===== src/logic/rtss_pkg.sv =====
package rtss_pkg;
    localparam logic [31:0] ADDR_CTRL = 32'h0000_0000;
    localparam logic [31:0] ADDR_SPEED = 32'h0000_0004;
    localparam logic [31:0] ADDR_SW12 = 32'h0000_0008;
    localparam logic [31:0] ADDR_SW23 = 32'h0000_000C;
    localparam logic [31:0] ADDR_STATUS = 32'h0000_0010;
    // control word fields
    localparam int CTRL_MODE_BIT4 = 0;
    localparam int CTRL_ALTGEAR_BIT5 = 1;
    localparam int CTRL_LATHE = 2;
    localparam int CTRL_OLD_VARIANT = 3;
    localparam int CTRL_CSS_OPT = 4;
    localparam int CTRL_INT_GEAR = 5;
    localparam logic [5:0] CTRL_RESET = 6'h00;
    localparam logic [15:0] SPEED_RESET = 16'h0000;
    localparam logic [15:0] SW12_RESET = 16'h0FA0;
    localparam logic [15:0] SW23_RESET = 16'h1F40;
    localparam logic [31:0] SCAN_TIME_NS = 32'd8000;
    localparam logic [31:0] CLK_PERIOD_NS = 32'd25;
    localparam logic [31:0] SCAN_CYCLES = SCAN_TIME_NS / CLK_PERIOD_NS;
    typedef struct packed {
        logic tap_mode_req_primary;
        logic tap_mode_req_alt;
        logic spindle_sel_first;
        logic spindle_sel_second;
        logic gear_flag_low;
        logic gear_flag_high;
        logic gear_flag_low_alt;
        logic gear_flag_high_alt;
        logic second_spindle_gear_flag;
    } rtss_flags_s;
    typedef struct packed {
        logic tap_active;
        logic on_second;
        logic [1:0] gear_row;
        logic gear_stage_out_one;
        logic gear_stage_out_two;
        logic gear_stage_out_three;
    } rtss_result_s;
endpackage


===== src/logic/rtss_top.sv =====
// The address map and the APB slave port were decided locally.
`timescale 1ns/1ps
module rtss_top #(
    parameter int SCAN_CYC = 320
) (
    input wire logic CLK_SYS_I,
    input wire logic RESET_I,
    input wire logic PSEL_I,
    input wire logic PENABLE_I,
    input wire logic PWRITE_I,
    input wire logic [31:0] PADDR_I,
    input wire logic [31:0] PWDATA_I,
    output logic [31:0] PRDATA_O,
    output logic PREADY_O,
    output logic PSLVERR_O,
    input wire logic [8:0] FLAGS_I,
    output logic TAP_ACTIVE_O,
    output logic SPINDLE_SECOND_O,
    output logic [1:0] GEAR_ROW_O,
    output logic GEAR_STAGE_OUT_ONE_O,
    output logic GEAR_STAGE_OUT_TWO_O,
    output logic GEAR_STAGE_OUT_THREE_O,
    output logic SCAN_STROBE_O
);
    logic [8:0] sync1, sync2, sync3, stable;
    logic [8:0] next_stable;
    logic [5:0] ctrl, next_ctrl;
    logic [15:0] speed, next_speed, sw12, next_sw12, sw23, next_sw23;
    logic [31:0] prdata, next_prdata;
    logic pready, next_pready, pslverr, next_pslverr;
    logic [15:0] scan_cnt, next_scan_cnt;
    logic strobe, next_strobe;
    rtss_pkg::rtss_flags_s snap, next_snap;
    rtss_pkg::rtss_result_s res, next_res;
    logic acc, done;
    logic upd, next_upd;

    // pin synchroniser, change taken when stages two and three agree
    always_comb begin
        for (int i = 0; i < 9; i++) begin
            next_stable[i] = (sync2[i] == sync3[i]) ? sync3[i] : stable[i];
        end
    end
    always_ff @(posedge CLK_SYS_I) begin
        if (RESET_I) begin
            sync1 <= 9'h000;
            sync2 <= 9'h000;
            sync3 <= 9'h000;
            stable <= 9'h000;
        end else begin
            sync1 <= FLAGS_I;
            sync2 <= sync1;
            sync3 <= sync2;
            stable <= next_stable;
        end
    end

    // apb slave, one wait state; writes land on the edge that sees ready high
    assign acc = PSEL_I && PENABLE_I && !pready;
    assign done = PSEL_I && PENABLE_I && pready;
    always_comb begin
        next_ctrl = ctrl;
        next_speed = speed;
        next_sw12 = sw12;
        next_sw23 = sw23;
        next_prdata = prdata;
        next_pready = acc;
        next_pslverr = 1'b0;
        if (acc) begin
            next_prdata = 32'h0000_0000;
            case (PADDR_I)
                rtss_pkg::ADDR_CTRL: begin
                    next_prdata = {26'h0, ctrl};
                end
                rtss_pkg::ADDR_SPEED: begin
                    next_prdata = {16'h0, speed};
                end
                rtss_pkg::ADDR_SW12: begin
                    next_prdata = {16'h0, sw12};
                end
                rtss_pkg::ADDR_SW23: begin
                    next_prdata = {16'h0, sw23};
                end
                rtss_pkg::ADDR_STATUS: begin
                    next_pslverr = PWRITE_I;
                    next_prdata = {25'h0, res};
                end
                default: begin
                    next_pslverr = 1'b1;
                end
            endcase
        end
        if (done && PWRITE_I) begin
            case (PADDR_I)
                rtss_pkg::ADDR_CTRL: begin
                    next_ctrl = PWDATA_I[5:0];
                end
                rtss_pkg::ADDR_SPEED: begin
                    next_speed = PWDATA_I[15:0];
                end
                rtss_pkg::ADDR_SW12: begin
                    next_sw12 = PWDATA_I[15:0];
                end
                rtss_pkg::ADDR_SW23: begin
                    next_sw23 = PWDATA_I[15:0];
                end
                default: begin
                end
            endcase
        end
    end
    always_ff @(posedge CLK_SYS_I) begin
        if (RESET_I) begin
            ctrl <= rtss_pkg::CTRL_RESET;
            speed <= rtss_pkg::SPEED_RESET;
            sw12 <= rtss_pkg::SW12_RESET;
            sw23 <= rtss_pkg::SW23_RESET;
            prdata <= 32'h0000_0000;
            pready <= 1'b0;
            pslverr <= 1'b0;
        end else begin
            ctrl <= next_ctrl;
            speed <= next_speed;
            sw12 <= next_sw12;
            sw23 <= next_sw23;
            prdata <= next_prdata;
            pready <= next_pready;
            pslverr <= next_pslverr;
        end
    end

    // scan tick; flags snapshot once per scan
    always_comb begin
        next_strobe = (scan_cnt == SCAN_CYC[15:0] - 16'h0001);
        next_scan_cnt = next_strobe ? 16'h0000 : scan_cnt + 16'h0001;
        next_snap = strobe ? rtss_pkg::rtss_flags_s'(stable) : snap;
        next_upd = strobe;
    end

    // decode of one scan's flags
    always_comb begin
        logic lathe, m4, m5, req_p, req_a, g_lo, g_hi;
        lathe = ctrl[rtss_pkg::CTRL_LATHE];
        m4 = ctrl[rtss_pkg::CTRL_MODE_BIT4];
        m5 = ctrl[rtss_pkg::CTRL_ALTGEAR_BIT5];
        req_a = snap.tap_mode_req_alt && (lathe || !m4);
        req_p = snap.tap_mode_req_primary && m4 && !lathe;
        g_lo = 1'b0;
        g_hi = 1'b0;
        if (m5 || (!lathe && ctrl[rtss_pkg::CTRL_CSS_OPT])) begin
            g_lo = snap.gear_flag_low_alt;
            g_hi = snap.gear_flag_high_alt;
        end else if (!ctrl[rtss_pkg::CTRL_OLD_VARIANT] || lathe) begin
            g_lo = snap.gear_flag_low;
            g_hi = snap.gear_flag_high;
        end
        next_res = '0;
        next_res.tap_active = req_a || req_p;
        if (snap.spindle_sel_first) begin
            next_res.on_second = 1'b0;
        end else begin
            next_res.on_second = snap.spindle_sel_second;
        end
        if (next_res.on_second) begin
            next_res.gear_row = {1'b0, snap.second_spindle_gear_flag};
        end else if (ctrl[rtss_pkg::CTRL_INT_GEAR]) begin
            if (speed < sw12) begin
                next_res.gear_row = 2'h0;
                next_res.gear_stage_out_one = 1'b1;
            end else if (speed < sw23) begin
                next_res.gear_row = 2'h1;
                next_res.gear_stage_out_two = 1'b1;
            end else begin
                next_res.gear_row = 2'h2;
                next_res.gear_stage_out_three = 1'b1;
            end
        end else begin
            next_res.gear_row = g_hi ? 2'h2 : (g_lo ? 2'h1 : 2'h0);
        end
        // outputs move only once per scan, after the snapshot
        if (!upd) next_res = res;
    end
    always_ff @(posedge CLK_SYS_I) begin
        if (RESET_I) begin
            scan_cnt <= 16'h0000;
            strobe <= 1'b0;
            upd <= 1'b0;
            snap <= '0;
            res <= '0;
        end else begin
            scan_cnt <= next_scan_cnt;
            strobe <= next_strobe;
            upd <= next_upd;
            snap <= next_snap;
            res <= next_res;
        end
    end

    assign PRDATA_O = prdata;
    assign PREADY_O = pready;
    assign PSLVERR_O = pslverr;
    assign TAP_ACTIVE_O = res.tap_active;
    assign SPINDLE_SECOND_O = res.on_second;
    assign GEAR_ROW_O = res.gear_row;
    assign GEAR_STAGE_OUT_ONE_O = res.gear_stage_out_one;
    assign GEAR_STAGE_OUT_TWO_O = res.gear_stage_out_two;
    assign GEAR_STAGE_OUT_THREE_O = res.gear_stage_out_three;
    assign SCAN_STROBE_O = strobe;
endmodule


===== config.mk =====
export PLATFORM = sky130hd
export DESIGN_NAME = rtss_top
export DESIGN_NICKNAME = d
export VERILOG_FILES = /design/src/logic/rtss_pkg.sv /design/src/logic/rtss_top.sv
export SDC_FILE = /design/constraint.sdc
export NUM_CORES = 1
export LEC_CHECK = 0
export BUFFER_PORTS_ARGS = -buffer_cell sky130_fd_sc_hd__buf_2
export CAP_MARGIN = 40
export CORE_UTILIZATION = 50
export CTS_BUF_LIST = sky130_fd_sc_hd__clkbuf_8 sky130_fd_sc_hd__clkbuf_16
export CTS_CLUSTER_DIAMETER = 100
export DETAILED_ROUTE_END_ITERATION = 7
export MAX_ROUTING_LAYER = met4
export PLACE_DENSITY = 0.78
export SLEW_MARGIN = 15
export SYNTH_ARGS = -nofsm -noshare
export SYNTH_HDL_FRONTEND = slang
export SYNTH_SLANG_ARGS = --single-unit

===== constraint.sdc =====
create_clock -name CLK_SYS_I -period 2.3 [get_ports CLK_SYS_I]
set_input_delay 0.69 -clock CLK_SYS_I [delete_from_list [all_inputs] [get_ports CLK_SYS_I]]
set_output_delay 0.69 -clock CLK_SYS_I [all_outputs]
set_load 0.005 [all_outputs]

* After elaboration in Yosys (flattened, before gate mapping)
Index checks and enable logic that the tools add are counted.
** Cells by class
- Mux-type cells :: 19
- $add $sub $neg :: 1
- Eq/ne operators :: 14
- $lt $le $gt $ge :: 2
- Reductions and logical operators :: 24
- Bitwise gates (word level) :: 1
** Operators with widths (count)
- one-hot mux 16 bit (5 select lines) :: 1
- equality test 32 x 4 -> 1 bit (second input constant) :: 2
- equality test 32 x 3 -> 1 bit (second input constant) :: 1
- equality test 32 x 5 -> 1 bit (second input constant) :: 1
- zero test 32 bit :: 1
- < comparator 16 bit :: 2
- adder 16 x 1 -> 16 bit (second input constant) :: 1
- equality test 16 x 9 -> 1 bit (second input constant) :: 1
- two-way mux 2 bit :: 6
- equality test 1 bit :: 9
- two-way mux 1 bit :: 9
- logical AND 1 bit :: 8
- AND reduction 2 bit :: 4
- two-way mux 3 bit :: 2
- zero test 1 bit :: 4
- logical OR 1 bit :: 4
- OR reduction 2 bit :: 2
- OR reduction 4 bit :: 1
- one-hot mux 1 bit (2 select lines) :: 1
- NOT 1 bit :: 1
** Word-level totals
- Output and inout port bits :: 42
- Bits of input ports :: 78
- Word-level logic and storage cells :: 98
- Register bits :: 158

* Longest topological paths before layout
- Word-level depth :: 8
- Mapped depth :: 8
- Depth with buffers taken out :: 8

* Worst setup path after synthesis
No wires, ideal clock.
- Path type :: in2reg
- From :: input PADDR_I[1]
- To :: register sw12[10]
- Arrival time :: 2.053 ns
- Path buffers :: 2
- Setup time :: 0.130 ns
- Path slack :: 0.118 ns
- Cell stages on the path :: 8
- Cell sequence :: nor4_1 > nand4_1 > nor3_4 > nand4b_1 > buf_2 > buf_6 > mux2i_1 > nand2_1
** Between the ends
- Longest elaborated chain between the ends :: 2
** Ends and longest elaborated chain
- from (decl) :: RTL line rtss_top.sv:11 : input wire logic [31:0] PADDR_I,
- equality test 32 x 4 -> 1 bit :: RTL line rtss_top.sv:94 : case (PADDR_I)
- AND reduction 2 bit (no source line)
- to (signal assigned) :: RTL line rtss_top.sv:116 : sw12 <= rtss_pkg::SW12_RESET;
- to (signal assigned) :: RTL line rtss_top.sv:124 : sw12 <= next_sw12;
- to (decl) :: RTL line rtss_top.sv:28 : logic [15:0] speed, next_speed, sw12, next_sw12, sw23, next_sw23;
No other way between the ends.
A chain may end at the register's enable or synchronous reset.

* Final worst setup path
- From :: register sw23[2]
- To :: register res, in the netlist GEAR_ROW_O[0]
** Between the ends
- Longest elaborated chain between the ends :: 5
** Ends and longest elaborated chain
- from (decl) :: RTL line rtss_top.sv:28
- from (signal assigned) :: RTL line rtss_top.sv:117 : sw23 <= rtss_pkg::SW23_RESET;
- from (signal assigned) :: RTL line rtss_top.sv:125 : sw23 <= next_sw23;
- < comparator 16 bit :: RTL line rtss_top.sv:170 : end else if (speed < sw23) begin
- two-way mux 2 bit :: RTL line rtss_top.sv:170
- two-way mux 2 bit :: RTL line rtss_top.sv:167 : if (speed < sw12) begin
- two-way mux 2 bit :: RTL line rtss_top.sv:166 : end else if (ctrl[rtss_pkg::CTRL_INT_GEAR]) begin
- two-way mux 2 bit :: RTL line rtss_top.sv:164 : if (next_res.on_second) begin
- to (signal assigned) :: RTL line rtss_top.sv:195 : res <= next_res;
- to (decl) :: RTL line rtss_top.sv:34 : rtss_pkg::rtss_result_s res, next_res;
No other way between the ends.

==> out/metrics.cfg <==
[status]
outcome = finished clean

[die]
rows = 40
core_sq_um = 12100
die-area_sq_um = 13000
fp.dieH_microns = 114
initial_core_util_pct = 51.7
pin_count = 120
die_w_microns = 114

[power_and_ir_drop]
p_sw_mw = 1.21
switching_share_pct = 22.5
power.share.clock_pct = 49.8
peakVddDrop_mv = 0.524
cellPowerDensity_nw_per_um2 = 719
p_int_mw = 4.17
finalPower_mw = 5.38
power_frac_seq_pct = 46.4
leakage_nw = 3.34
combPwrFrac_pct = 3.8

[yosys]
syn_area_per_cell_sq_um = 8.90
synthTopCellsByCount = 142 x dfxtp_1, 92 x nand2_1, 65 x nor2_1
synthArstFlopShare_pct = 0
synthDominantCellAreaShare_pct = 45.4
syn_area_sq_um = 6260
ys.flop_type = dfxtp_1
synth-edff-count = 0
yosysWarnings = 0
synth_top_cells_by_area = dfxtp_1 45%, ha_1 6.2%, nand2_1 5.5%
yosysMostFrequentCell = dfxtp_1
yosys.area.top_type = dfxtp_1
synth_cell_types = 50
ys_seq_area_share_pct = 45.4
ys_seq_elements = 142
synthCells = 703

[routing]
drt_iter0_markers = 425
wl_per_cell_microns = 15.4
via_count = 5249
first_pass_iters = 5
remaining_drc_errors = 0
antenna_left = 0
vias_per_cell = 5.37
drt-total-wl_microns = 15000

[timing]
rsz0062_at_grt = no
worstMarginPinSlew_ns = 0.528
setup_viol = 0
max_freq_mhz = 452
drv_slew = 0
relSlewSlack_pct = 64.7
final.min_clock_period_ns = 2.21
finalHoldViolCount = 0
period_share_pct = 96.3
fin_worst_skew_ns = 0.00741
timing.hold.ws_ns = 0.435

[clock_tree]
htreeDepth = 4
numCtsBuffers = 17
clock_latency_ns = 0.43
clk_pin_slew_ns = 0.06
clockRootBuffer = clkbuf_16
cts_tree = built
cts_hold_buf = 0
cts.sinks = 142
clock_path_buffers = 2

[run]
maxCapViolCount = 0

[grt]
overflow = 0
grt_start_max_net_pins = 92
grt_pass1_wl_microns = 24200
grt_antenna_before_repair = 0
gr-usage-all-layers_pct = 24.9
grt_pass1_vias = 5156

[setup_path]
crit_required_ns = 2.67
cp_max_fo = 4
path_class = register to register
start_kind = register
critPathArrivalTime_ns = 2.58
cp-end-kind = register

[placed_design]
gp_congestion = 0.945
dp.final_hpwl_microns = 10500
place_inst = 944
portBuffers = 87

[cells_and_area]
antenna_cells = 0
final_util_pct = 61.8
stdcell_count = 977
final_nets = 905
area_growth_pct = 19.6
drive_gt1_share_pct = 18.2

[worst_hold_path]
min_path_type = register to register

==> critical path, cell delays in order (launching register included) <==
cell	delay, ns
dfxtp_1	0.35
inv_1	0.06
ha_1	0.31
a211o_1	0.33
a31oi_2	0.20
o31ai_1	0.12
a211o_1	0.38
nor3b_1	0.23
o211a_1	0.18
==> logic make-up (layout without fill, tap and decap cells) <==
family / count (synthesis) / count (layout) / share of synthesized area (%)
buffers and inverters: 92 / 183 / 6.80
other: 1 / 16 / 0.0599
multiplexers: 37 / 37 / 7.12
XOR/XNOR: 14 / 14 / 1.96
AO/OA/AOI/OAI: 137 / 137 / 13.9
adder cells (fa/ha/maj): 31 / 31 / 6.20
AND/OR/NAND/NOR: 249 / 249 / 18.6
flip-flops: 142 / 142 / 45.4
==> per-stage QoR <==
step	instance area (sq um)	setup slack (ns)	setup TNS, ns
2_1_floorplan	6310	0.118	0
3_3_place_gp	6880	-0.0763	-2.28
3_5_place_dp	6880	-0.177	-6.52
4_1_cts	7470	0.0434	0
5_1_grt	7480	0.0234	0
6_report	7480	0.0859	0
==> what timing repair did <==
item,4_1_cts,5_1_grt
buffers inserted,0,1
endpoints found under the setup margin,0,1
resized for setup,0,2
==> sequential cells by signal, summed over array words and instances, names as in the netlist, 16 cells and up <==
name / count
sw12: 16
speed: 16
scan_cnt: 16
sw23: 16
PRDATA_O: 16
==> routing by layer <==
metal  wire length, microns  up-vias  global-route usage, %
met1                   6170     2436                   27.1
met2                   7530      207                   43.4
met3                   1010       33                   6.43
met5                      0        -                      -
li1                       -     2573                      -
met4                    323        0                   10.2
==> cell usage in the layout, fill, tap and decap left out, drive strengths merged, types with 6 or more instances in the layout <==
cell type,synthesis,layout
mux2i,31,31
inv,43,46
nor2,65,65
xnor2,6,6
clkbuf,24,21
nor4,7,7
a22o,18,18
ha,31,31
conb,1,16
nor2b,30,30
o211ai,7,7
nand3,19,19
xor2,8,8
a211o,6,6
nand4,13,13
o21ai,31,31
a21oi,46,46
dfxtp,142,142
and3,6,6
a22oi,9,9
mux4,6,6
buf,24,107
nand2,92,92
==> power groups by stage <==
stage / clock network (mW) / logic [mW] / registers, mW
floorplan: 0 / 0.120 / 2.55
global placement: 0 / 0.197 / 2.55
detailed placement: 0 / 0.200 / 2.55
CTS: 2.71 / 0.202 / 2.50
global route: 2.83 / 0.225 / 2.50
finish: 2.68 / 0.203 / 2.50
==> final timing paths <==
| path | start | depth (start not counted) | to | slack, ns |
|---|---|---|---|---|
| worst max-delay path | sw23[2] | 8 | GEAR_ROW_O[0] | 0.09 |
| worst min-delay path | sync1[3] | 1 | sync2[3] | 0.43 |
| worst max register to register | sw23[2] | 8 | GEAR_ROW_O[0] | 0.09 |
| worst min register to register | sync1[3] | 1 | sync2[3] | 0.43 |
==> layout make-up <==
type	instances	area [sq um]
fillers	1027	4630
multi-input cells	484	3050
flip-flops and latches	142	2840
repair buffers	107	623
clock buffers	21	480
well taps	168	210
inverters	44	165
clock inverters	11	108
No activity file was read; power rests on OpenSTA's default activity.
